`config.mk`:
```
export PLATFORM = sky130hd
export DESIGN_NAME = vpp_voice_port
export DESIGN_NICKNAME = d
export VERILOG_FILES = /design/src/hdl/vpp_pkg.sv /design/src/hdl/vpp_voice_port.sv
export SDC_FILE = /design/constraint.sdc
export NUM_CORES = 1
export LEC_CHECK = 0
export ABC_AREA = 1
export BUFFER_PORTS_ARGS = -buffer_cell sky130_fd_sc_hd__buf_2
export CAP_MARGIN = 30
export CORE_MARGIN = 2
export CORE_UTILIZATION = 55
export DETAILED_ROUTE_END_ITERATION = 7
export GPL_ROUTABILITY_DRIVEN = 0
export PLACE_DENSITY = 0.76
export RECOVER_POWER = 25
export SLEW_MARGIN = 5
export SYNTH_ARGS = -nofsm -noshare
export SYNTH_HDL_FRONTEND = slang
export SYNTH_SLANG_ARGS = --single-unit
export TNS_END_PERCENT = 5
```
`constraint.sdc`:
```
create_clock -name sys_clk_i -period 5.2 [get_ports sys_clk_i]
set_clock_uncertainty 0.05 [all_clocks]
set_input_delay 0.52 -clock sys_clk_i [delete_from_list [all_inputs] [get_ports sys_clk_i]]
set_output_delay 0.52 -clock sys_clk_i [all_outputs]
set_load 0.05 [all_outputs]
```
`src/hdl/vpp_pkg.sv`:
```
// package of constants and types for the voice pcm/i2s audio port
package vpp_pkg;
    // ****************************************
    // clocking
    // ****************************************
    localparam int SYS_HZ = 10_000_000;
    localparam int PCM_BCLK_HZ = 144_000;
    localparam int I2S_BCLK_HZ = 512_000;
    localparam int FRAME_US = 125;
    localparam int FRAME_HZ = 1_000_000 / FRAME_US;
    localparam logic [25:0] DDS_MOD = 26'(SYS_HZ);
    localparam logic [25:0] PCM_DDS_INC = 26'(2 * PCM_BCLK_HZ);
    localparam logic [25:0] I2S_DDS_INC = 26'(2 * I2S_BCLK_HZ);
    localparam logic [6:0] PCM_BITS = 7'(PCM_BCLK_HZ / FRAME_HZ);
    localparam logic [6:0] I2S_BITS = 7'(I2S_BCLK_HZ / FRAME_HZ);
    localparam logic [6:0] PCM_SYNC_LEN = 7'h02;
    localparam logic [6:0] I2S_SYNC_LEN = 7'h01;
    localparam logic [6:0] SAMPLE_BITS = 7'h10;
    localparam logic [6:0] BIT_IDLE = 7'h7f;
    // ****************************************
    // register map
    // ****************************************
    localparam logic [7:0] ADDR_CTRL = 8'h00;
    localparam logic [7:0] ADDR_ROUTE = 8'h04;
    localparam logic [7:0] ADDR_GAIN = 8'h08;
    localparam logic [7:0] ADDR_TXDATA = 8'h0c;
    localparam logic [7:0] ADDR_RXDATA = 8'h10;
    localparam logic [7:0] ADDR_STATUS = 8'h14;
    localparam int CTRL_FMT_BIT = 0;
    localparam int CTRL_ADV_BIT = 1;
    localparam int CTRL_DIG_BIT = 2;
    localparam int ST_HEADSET_BIT = 0;
    localparam int ST_DIGITAL_BIT = 1;
    localparam int ST_RXNEW_BIT = 2;
    localparam int ST_PIN_BIT = 3;
    localparam logic [9:0] ROUTE_RESET = 10'h000;
    localparam logic [2:0] GAIN_RESET = 3'h4;
    localparam logic [2:0] GAIN_MAX_CODE = 3'h6;
    localparam logic [1:0] RESP_OKAY = 2'h0;
    localparam logic [1:0] RESP_SLVERR = 2'h2;
    // ****************************************
    // path selections
    // ****************************************
    localparam logic [1:0] SEL_HANDSET = 2'h0;
    localparam logic [1:0] SEL_HEADSET = 2'h1;
    localparam logic [1:0] SEL_DIGITAL = 2'h2;
    localparam logic [1:0] SEL_NONE = 2'h3;
    localparam int SOUND_TYPES = 4;
    typedef logic [1:0] vpp_sel_t;
    // index 0 speech, 1 keypad tones, 2 rings, 3 alerts
    typedef struct packed {
        vpp_sel_t speech_in;
        vpp_sel_t [SOUND_TYPES-1:0] out_sel;
    } vpp_route_t;
    typedef enum logic [1:0] {
        LNK_IDLE = 2'b01,
        LNK_RUN = 2'b10
    } vpp_link_t;
    typedef struct packed {
        logic clk;
        logic sync;
        logic dout;
        logic dout_oe;
    } vpp_bus_t;
    typedef struct packed {
        vpp_link_t lnk;
        logic [24:0] acc;
        logic [6:0] bit_cnt;
        logic fmt_frm;
        logic [15:0] tx_shift;
        logic [15:0] rx_shift;
        vpp_bus_t bus;
        logic fmt_i2s;
        logic adv;
        logic dig_en;
        vpp_route_t route;
        logic [2:0] gain;
        logic [15:0] tx_data;
        logic [15:0] rx_data;
        logic rx_new;
        logic hs_s1;
        logic hs_s2;
        logic din_s1;
        logic din_s2;
        vpp_route_t route_out;
        logic diff_en;
        logic mono_en;
        logic hs_mic_en;
        logic hd_mic_en;
        logic dig_act;
        logic headset_act;
        logic aw_have;
        logic [7:0] aw_addr;
        logic w_have;
        logic [31:0] wdata;
        logic [3:0] wstrb;
        logic awready;
        logic wready;
        logic bvalid;
        logic [1:0] bresp;
        logic arready;
        logic rvalid;
        logic [31:0] rdata;
        logic [1:0] rresp;
    } vpp_state_t;
endpackage

```
`src/hdl/vpp_voice_port.sv`:
```
// voice pcm/i2s serial audio port with audio path selection and axi4-lite registers
`timescale 1ns/100ps
`default_nettype none
module vpp_voice_port
    import vpp_pkg::*;
(
    input wire logic sys_clk_i,
    input wire logic rst_n_i,
    input wire logic [7:0] s_axi_awaddr_i,
    input wire logic s_axi_awvalid_i,
    output logic s_axi_awready_o,
    input wire logic [31:0] s_axi_wdata_i,
    input wire logic [3:0] s_axi_wstrb_i,
    input wire logic s_axi_wvalid_i,
    output logic s_axi_wready_o,
    output logic [1:0] s_axi_bresp_o,
    output logic s_axi_bvalid_o,
    input wire logic s_axi_bready_i,
    input wire logic [7:0] s_axi_araddr_i,
    input wire logic s_axi_arvalid_i,
    output logic s_axi_arready_o,
    output logic [31:0] s_axi_rdata_o,
    output logic [1:0] s_axi_rresp_o,
    output logic s_axi_rvalid_o,
    input wire logic s_axi_rready_i,
    output logic voice_bit_clk_o,
    output logic voice_frame_sync_o,
    output logic voice_data_out_o,
    output logic voice_data_out_oe_o,
    input wire logic voice_data_in_i,
    input wire logic headset_select_n_i,
    output logic diff_speaker_en_o,
    output logic mono_speaker_en_o,
    output logic [2:0] mono_speaker_gain_o,
    output logic handset_mic_en_o,
    output logic headset_mic_en_o,
    output logic digital_path_en_o,
    output vpp_route_t sound_route_o
);
    // ****************************************
    // state
    // ****************************************
    vpp_state_t st;
    vpp_state_t next_st;
    logic [31:0] wmask;
    logic [31:0] wval;
    logic [25:0] sum;
    logic [6:0] last_bit;
    logic [6:0] sync_len;
    logic [6:0] win_end;
    logic [6:0] nb;
    logic [25:0] inc;
    logic headset;
    logic dig_any;

    localparam vpp_state_t ST_RESET = '{
        lnk: LNK_IDLE,
        acc: 25'h0000000,
        bit_cnt: BIT_IDLE,
        fmt_frm: 1'b0,
        tx_shift: 16'h0000,
        rx_shift: 16'h0000,
        bus: '{clk: 1'b0, sync: 1'b0, dout: 1'b0, dout_oe: 1'b0},
        fmt_i2s: 1'b0,
        adv: 1'b0,
        dig_en: 1'b0,
        route: ROUTE_RESET,
        gain: GAIN_RESET,
        tx_data: 16'h0000,
        rx_data: 16'h0000,
        rx_new: 1'b0,
        hs_s1: 1'b1,
        hs_s2: 1'b1,
        din_s1: 1'b0,
        din_s2: 1'b0,
        route_out: ROUTE_RESET,
        diff_en: 1'b1,
        mono_en: 1'b0,
        hs_mic_en: 1'b1,
        hd_mic_en: 1'b0,
        dig_act: 1'b0,
        headset_act: 1'b0,
        aw_have: 1'b0,
        aw_addr: 8'h00,
        w_have: 1'b0,
        wdata: 32'h00000000,
        wstrb: 4'h0,
        awready: 1'b0,
        wready: 1'b0,
        bvalid: 1'b0,
        bresp: RESP_OKAY,
        arready: 1'b0,
        rvalid: 1'b0,
        rdata: 32'h00000000,
        rresp: RESP_OKAY
    };

    // ****************************************
    // register read view
    // ****************************************
    function automatic logic [31:0] reg_view(input vpp_state_t s, input logic [7:0] addr);
        logic [31:0] v;
        v = 32'h00000000;
        case (addr)
            ADDR_CTRL: begin
                v[CTRL_FMT_BIT] = s.fmt_i2s;
                v[CTRL_ADV_BIT] = s.adv;
                v[CTRL_DIG_BIT] = s.dig_en;
            end
            ADDR_ROUTE: v[9:0] = s.route;
            ADDR_GAIN: v[2:0] = s.gain;
            ADDR_TXDATA: v[15:0] = s.tx_data;
            ADDR_RXDATA: v[15:0] = s.rx_data;
            ADDR_STATUS: begin
                v[ST_HEADSET_BIT] = s.headset_act;
                v[ST_DIGITAL_BIT] = s.dig_act;
                v[ST_RXNEW_BIT] = s.rx_new;
                v[ST_PIN_BIT] = s.hs_s2;
            end
            default: v = 32'h00000000;
        endcase
        return v;
    endfunction

    function automatic logic addr_hit(input logic [7:0] addr);
        return (addr == ADDR_CTRL) || (addr == ADDR_ROUTE) || (addr == ADDR_GAIN) ||
            (addr == ADDR_TXDATA) || (addr == ADDR_RXDATA) || (addr == ADDR_STATUS);
    endfunction

    always_comb begin
        next_st = st;
        wmask = {{8{st.wstrb[3]}}, {8{st.wstrb[2]}}, {8{st.wstrb[1]}}, {8{st.wstrb[0]}}};
        wval = (reg_view(st, st.aw_addr) & ~wmask) | (st.wdata & wmask);
        sum = 26'h0000000;
        nb = 7'h00;
        headset = 1'b0;
        dig_any = 1'b0;
        // pins from outside pass two flops before use
        next_st.hs_s1 = headset_select_n_i;
        next_st.hs_s2 = st.hs_s1;
        next_st.din_s1 = voice_data_in_i;
        next_st.din_s2 = st.din_s1;

        // ****************************************
        // axi4-lite write
        // ****************************************
        if (st.awready && s_axi_awvalid_i) begin
            next_st.aw_have = 1'b1;
            next_st.aw_addr = s_axi_awaddr_i;
        end
        if (st.wready && s_axi_wvalid_i) begin
            next_st.w_have = 1'b1;
            next_st.wdata = s_axi_wdata_i;
            next_st.wstrb = s_axi_wstrb_i;
        end
        if (st.bvalid && s_axi_bready_i) begin
            next_st.bvalid = 1'b0;
        end
        if (st.aw_have && st.w_have && !st.bvalid) begin
            next_st.aw_have = 1'b0;
            next_st.w_have = 1'b0;
            next_st.bvalid = 1'b1;
            next_st.bresp = addr_hit(st.aw_addr) ? RESP_OKAY : RESP_SLVERR;
            case (st.aw_addr)
                ADDR_CTRL: begin
                    next_st.fmt_i2s = wval[CTRL_FMT_BIT];
                    next_st.adv = wval[CTRL_ADV_BIT];
                    next_st.dig_en = wval[CTRL_DIG_BIT];
                end
                ADDR_ROUTE: next_st.route = wval[9:0];
                ADDR_GAIN: begin
                    // codes above the 0 db step clamp rather than wrap
                    next_st.gain = (wval[2:0] > GAIN_MAX_CODE) ? GAIN_MAX_CODE : wval[2:0];
                end
                ADDR_TXDATA: next_st.tx_data = wval[15:0];
                ADDR_STATUS: begin
                    if (st.wdata[ST_RXNEW_BIT] && wmask[ST_RXNEW_BIT]) begin
                        next_st.rx_new = 1'b0;
                    end
                end
                default: next_st.bresp = RESP_SLVERR;
            endcase
        end

        // ****************************************
        // axi4-lite read
        // ****************************************
        if (st.rvalid && s_axi_rready_i) begin
            next_st.rvalid = 1'b0;
        end
        if (st.arready && s_axi_arvalid_i) begin
            next_st.rvalid = 1'b1;
            next_st.rdata = reg_view(st, s_axi_araddr_i);
            next_st.rresp = addr_hit(s_axi_araddr_i) ? RESP_OKAY : RESP_SLVERR;
        end
        next_st.awready = !next_st.aw_have && !next_st.bvalid;
        next_st.wready = !next_st.w_have && !next_st.bvalid;
        next_st.arready = !next_st.rvalid;

        // ****************************************
        // audio path selection
        // ****************************************
        if (st.adv) begin
            next_st.route_out = st.route;
        end else begin
            headset = !st.hs_s2;
            for (int i = 0; i < SOUND_TYPES; i++) begin
                next_st.route_out.out_sel[i] = headset ? SEL_HEADSET : SEL_HANDSET;
            end
            next_st.route_out.speech_in = headset ? SEL_HEADSET : SEL_HANDSET;
        end
        next_st.diff_en = 1'b0;
        next_st.mono_en = 1'b0;
        for (int i = 0; i < SOUND_TYPES; i++) begin
            if (next_st.route_out.out_sel[i] == SEL_HANDSET) begin
                next_st.diff_en = 1'b1;
            end
            if (next_st.route_out.out_sel[i] == SEL_HEADSET) begin
                next_st.mono_en = 1'b1;
            end
            if (next_st.route_out.out_sel[i] == SEL_DIGITAL) begin
                dig_any = 1'b1;
            end
        end
        next_st.hs_mic_en = (next_st.route_out.speech_in == SEL_HANDSET);
        next_st.hd_mic_en = (next_st.route_out.speech_in == SEL_HEADSET);
        next_st.headset_act = next_st.mono_en;
        dig_any = dig_any || (next_st.route_out.speech_in == SEL_DIGITAL);
        next_st.dig_act = st.adv ? dig_any : st.dig_en;

        // ****************************************
        // serial bus master
        // ****************************************
        inc = st.fmt_frm ? I2S_DDS_INC : PCM_DDS_INC;
        last_bit = st.fmt_frm ? (I2S_BITS - 7'h01) : (PCM_BITS - 7'h01);
        sync_len = st.fmt_frm ? I2S_SYNC_LEN : PCM_SYNC_LEN;
        win_end = sync_len + SAMPLE_BITS;
        case (st.lnk)
            LNK_IDLE: begin
                // bus lines held quiet so an analog-path user sees no activity
                next_st.bus = '{clk: 1'b0, sync: 1'b0, dout: 1'b0, dout_oe: 1'b0};
                next_st.acc = 25'h0000000;
                next_st.bit_cnt = BIT_IDLE;
                next_st.fmt_frm = st.fmt_i2s;
                if (st.dig_act) begin
                    next_st.lnk = LNK_RUN;
                end
            end
            LNK_RUN: begin
                sum = {1'b0, st.acc} + inc;
                if (!st.dig_act) begin
                    // stops at once; a frame in flight is cut short
                    next_st.lnk = LNK_IDLE;
                    next_st.bus = '{clk: 1'b0, sync: 1'b0, dout: 1'b0, dout_oe: 1'b0};
                end else if (sum >= DDS_MOD) begin
                    // fractional divider: edges jitter by one sys clock, average rate exact
                    next_st.acc = 25'(sum - DDS_MOD);
                    next_st.bus.clk = !st.bus.clk;
                    if (!st.bus.clk) begin
                        nb = (st.bit_cnt >= last_bit) ? 7'h00 : (st.bit_cnt + 7'h01);
                        next_st.bit_cnt = nb;
                        if (nb == 7'h00) begin
                            next_st.fmt_frm = st.fmt_i2s;
                            next_st.tx_shift = st.tx_data;
                        end
                        next_st.bus.sync = (nb < sync_len);
                        if ((nb >= sync_len) && (nb < win_end)) begin
                            next_st.bus.dout = st.tx_shift[15];
                            next_st.bus.dout_oe = 1'b1;
                            next_st.tx_shift = {st.tx_shift[14:0], 1'b0};
                        end else begin
                            next_st.bus.dout = 1'b0;
                            next_st.bus.dout_oe = 1'b0;
                        end
                    end else if ((st.bit_cnt >= sync_len) && (st.bit_cnt < win_end)) begin
                        next_st.rx_shift = {st.rx_shift[14:0], st.din_s2};
                        if (st.bit_cnt == (win_end - 7'h01)) begin
                            next_st.rx_data = {st.rx_shift[14:0], st.din_s2};
                            next_st.rx_new = 1'b1;
                        end
                    end
                end else begin
                    next_st.acc = sum[24:0];
                end
            end
            default: next_st.lnk = LNK_IDLE;
        endcase
    end

    always_ff @(posedge sys_clk_i) begin
        if (!rst_n_i) begin
            st <= ST_RESET;
        end else begin
            st <= next_st;
        end
    end

    // ****************************************
    // outputs
    // ****************************************
    assign s_axi_awready_o = st.awready;
    assign s_axi_wready_o = st.wready;
    assign s_axi_bresp_o = st.bresp;
    assign s_axi_bvalid_o = st.bvalid;
    assign s_axi_arready_o = st.arready;
    assign s_axi_rdata_o = st.rdata;
    assign s_axi_rresp_o = st.rresp;
    assign s_axi_rvalid_o = st.rvalid;
    assign voice_bit_clk_o = st.bus.clk;
    assign voice_frame_sync_o = st.bus.sync;
    assign voice_data_out_o = st.bus.dout;
    assign voice_data_out_oe_o = st.bus.dout_oe;
    assign diff_speaker_en_o = st.diff_en;
    assign mono_speaker_en_o = st.mono_en;
    assign mono_speaker_gain_o = st.gain;
    assign handset_mic_en_o = st.hs_mic_en;
    assign headset_mic_en_o = st.hd_mic_en;
    assign digital_path_en_o = st.dig_act;
    assign sound_route_o = st.route_out;
endmodule
`default_nettype wire

```
=== After elaboration in Yosys (flattened, before gate mapping) ===
Index checks and enable logic that the tools add are counted.

* Register bits: 210
* Logic and storage cells: 214
* Input port bits: 61
* Output and inout bits: 63

* Reductions and logical operators: 54
* Mux-type cells: 61
* $lt $le $gt $ge: 8
* Bitwise logic cells: 6
* Eq/ne operators: 31
* $add $sub $neg: 5

{| class="wikitable"
|+ Operators with widths
! kind !! count
|-
| case mux 33 bit (2 select lines) || 1
|-
| two-way mux 65 bit || 1
|-
| two-way mux 16 bit || 3
|-
| two-way mux 44 bit || 1
|-
| two-way mux 37 bit || 1
|-
| case mux 3 bit (6 select lines) || 2
|-
| case mux 6 bit (3 select lines) || 2
|-
| two-way mux 35 bit || 1
|-
| AND 16 bit || 2
|-
| equality test 8 x 4 -> 1 bit, second input constant || 4
|-
| equality test 8 x 5 -> 1 bit, second input constant || 4
|-
| adder 25 x 20 -> 26 bit || 1
|-
| greater-or-equal comparator 26 x 24 -> 1 bit, second input constant || 1
|-
| two-way mux 25 bit || 1
|-
| subtractor 25 x 24 -> 25 bit, second input constant || 1
|-
| two-way mux 1 bit || 24
|-
| two-way mux 24 bit || 1
|-
| case mux 6 bit (2 select lines) || 2
|-
| two-way mux 20 bit || 1
|-
| two-way mux 17 bit || 1
|-
| equality test 8 x 3 -> 1 bit, second input constant || 2
|-
| zero test 8 bit || 2
|-
| inverter 16 bit || 1
|-
| bitwise OR 16 bit || 1
|-
| other kinds (37) || 104
|}

=== Logic depth before layout (Yosys ltp) ===
* Word-level depth: 11
* Depth in mapped cells: 21
* Depth with buffers taken out: 21

=== Worst setup path after synthesis ===
Ideal clock, no wire load.

* Path type: register -> register
* Start: reg st[192] in the netlist's numbering
* End: reg st[188] in the netlist's numbering
* Path slack: 2.431 ns
* Data required time: 5.037 ns
* Buffers on the path: 1
* Arrival: 2.607 ns
* Stages on the path, launching flop included: 18
* Cells stage by stage: dfxtp_1 -> inv_1 -> ha_1 -> a21oi_1 -> nand2_1 -> nand2_1 -> nand3_1 -> inv_1 -> ha_1 -> a21oi_1 -> nand3_1 -> a21oi_1 -> nand2_1 -> nand2_1 -> nand4_4 -> buf_4 -> nor2_1 -> nor2_1

* Word-level cells in the longest chain between the ends: 7
* Elaborated cells between the ends (all ways): 15

{| class="wikitable"
|+ RTL lines
! item !! RTL line !! text
|-
| from (decl) || vpp_voice_port.sv:43 || <nowiki>vpp_state_t st;</nowiki>
|-
| from (signal assigned) || vpp_voice_port.sv:294 || <nowiki>st <= next_st;</nowiki>
|-
| branches (longest 7 deep; another with adder 25 x 20 -> 26 bit) || n/a ||
|}

Several ways; the timed one is not identified.
A chain may end at the register's enable or synchronous reset.

==> results.toml <==
[outcome]
outcome = "finished with violations"
failed_checks = "max-capacitance violations, max-slew violations"

[global_route]
use_met3_pct = 3.94
use_met2_pct = 42.5
use_met1_pct = 33.5
grt_pass1_wl_mm = 37.9
grt_pass1_vias = 7953
grtUsageTotal_pct = 25.5
overflow = 0
grt_busiest_layer = "met2"
antenna_found_initial = 0
grt_max_degree = 108

[sta]
hold-worst-slack_ns = 0.218
min_period_ns = 4.05
relSlewSlack_pct = -169
max_freq_ghz = 0.247
min_period_over_period_pct = 77.9
setup_viol = 0
hold_viol = 0
max_slew.worst_pin.slew_ns = 4.03
slew_viol_final = 155
rsz0062_at_grt = "false"
final.setup.tns_ns = 0

[yosys]
netlist_instances = 1440
ys_ff_latch = 182
synth_area_um2 = 9760
yosysWarnings = 0
async_flop_share_pct = 0
synth-main-ff-cell = "dfxtp_1"
yosysUniqueCellTypes = 54
seq_area_frac_synth_pct = 37.3
avgSynthCellArea_um2 = 6.78
synth_edf_count = 0

[layout]
syn_to_final_growth_pct = 7.01
postLayoutCellArea_um2 = 10400
drive_gt1_share_pct = 9.77
antenna_cells = 0
nets = 1542

[floorplan]
die_h_um = 137
core_um2 = 17300
num_rows = 48
die_area_um2 = 18800
start_util_pct = 56.4
pin_count = 124
die_w_um = 137

[power_and_ir_drop]
internal_power_mw = 2.19
switchingPower_uw = 757
p_leak_nw = 4.74
p_sw_share_pct = 25.7
powerDensity_nw_per_um2 = 282
comb_power_share_pct = 8.1
seqPwrFrac_pct = 48.9
pwr-share-clk_pct = 43.1
ir_drop_mv = 0.258
finalPower_mw = 2.95

[route]
post_drt_wl_per_cell_um = 13.9
ant_nets = 0
drtIter0Drc = 720
wirelength_mm = 23.6
drc = 0
vias = 9075
via_per_inst = 5.34
firstDrtPassIters = 5

[run]
maxCapViolations = 2

[cts]
clk_pin_slew_ns = 0.07
cts_root_buf = "clkbuf_16"
cts_hold_buf = 0
cts_sinks = 182
cts-buffers-inserted = 17
ctsLongestPathBuffers = 2
cts_max_level = 4
cts_setup_buffers = 0
cts_tree = "done"
insertion_delay_ns = 0.44
cts-resized-gates = 0

[critical_path]
cp_max_fo = 107
crit_path_start_kind = "primary input"
endpoint_kind = "register"
critPathKind = "primary input to register"
critPathArrivalTime_ns = 4.39
cp.required_ns = 5.54

[placement]
portBuffers = 87
placed_cell_area_um2 = 9900
dp_hpwl_mm = 17.2

[worst_hold_path]
hold_path_class = "primary input to register"
## routing by layer
layer  vias to the layer above  routed length, um
li1                       4646                  -
met1                      4087              10600
met2                       304              10900
met3                        38               1610
met4                         0                514
met5                         -                  0
## worst max-delay path, stage by stage
cell	delay [ns]
clkbuf_1	0.09
clkbuf_1	2.82
o21ai_0	0.46
a31o_1	0.38
inv_1	0.04
## path summary, 6_finish.rpt
kind	cells after the start	start	to	slack (ns)
max	5	rst_n_i	s_axi_rdata_o[12]	1.15
min	3	voice_data_in_i	next_st[103]	0.22
max reg2reg	21	st[192]	st[191]	1.33
min reg2reg	1	next_st[105]	st[105]	0.38
## registers in the layout, indices dropped and copies added (netlist names), 2 cells and up
name	count
sound_route_o	10
st	136
mono_speaker_gain_o	3
next_st	2
s_axi_rdata_o	16
## through the flow
| stage | worst slack [ns] | util (%) | instances |
|---|---|---|---|
| after floorplan | 2.43 | - | 1457 |
| after detailed placement | 1.54 | 57.3 | 1667 |
| after CTS | 1.47 | 60.6 | 1699 |
| final | 1.15 | 60.4 | 1699 |
| after global placement | 1.54 | 57.3 | 1667 |
| after global routing | 0.714 | 60.4 | 1699 |
## cells by family after synthesis
| group | share of synthesized area [%] |
|---|---|
| AO/OA/AOI/OAI | 18.1 |
| AND/OR/NAND/NOR | 26.9 |
| buffers and inverters | 14.3 |
| XOR/XNOR | 0.705 |
| adder cells (fa/ha/maj) | 2.56 |
| flip-flops | 37.3 |
| other | 0.0384 |
## cells in the mapped netlist (7+ instances only)
library cell / n / area share (%)
a21oi_1: 124 / 6.4
buf_4: 50 / 3.8
buf_6: 8 / 0.92
clkbuf_1: 43 / 1.7
dfxtp_1: 182 / 37
ha_1: 20 / 2.6
inv_1: 181 / 7.0
inv_2: 9 / 0.35
nand2_1: 280 / 11
nand2_2: 14 / 0.90
nand3_1: 83 / 4.3
nand4_1: 9 / 0.58
nor2_1: 172 / 6.6
nor3_1: 7 / 0.36
o21ai_0: 139 / 7.1
o21ai_1: 15 / 0.77
o22ai_1: 20 / 1.3
## cell type report
type	instances	area, um^2
Clock buffer	18	429
Clock inverter	14	148
Fill cell	1644	6850
Inverter	193	727
Multi-Input combinational cell	975	4780
Sequential cell	182	3640
Tap cell	225	282
Timing Repair Buffer	92	434
## layout by cell type, fill, tap and decap left out, drive strengths merged, types with 3 or more instances in the layout
cell type / synthesis / final
clkbuf: 44 / 45
nor2: 180 / 180
nand4: 10 / 10
ha: 20 / 20
dfxtp: 182 / 182
o22ai: 20 / 20
a221oi: 4 / 4
nand3b: 3 / 3
nor3: 7 / 7
or2: 4 / 4
o21ai: 154 / 154
o211ai: 6 / 6
clkinvlp: 0 / 5
inv: 191 / 195
o21a: 3 / 3
a31o: 6 / 6
nor4: 4 / 4
clkinv: 2 / 5
buf: 63 / 65
xor2: 4 / 4
conb: 1 / 18
nand3: 90 / 90
nand2: 297 / 297
a21oi: 124 / 124
xnor2: 3 / 3
## power by group through the flow
stage | clock network [mW] | logic, mW | registers, mW
after floorplan | 0 | 0.183 | 1.48
after global placement | 0 | 0.232 | 1.47
after detailed placement | 0 | 0.234 | 1.47
after CTS | 1.29 | 0.234 | 1.44
after global routing | 1.34 | 0.261 | 1.44
final | 1.27 | 0.238 | 1.44
Power figures use the tool's default switching activity.
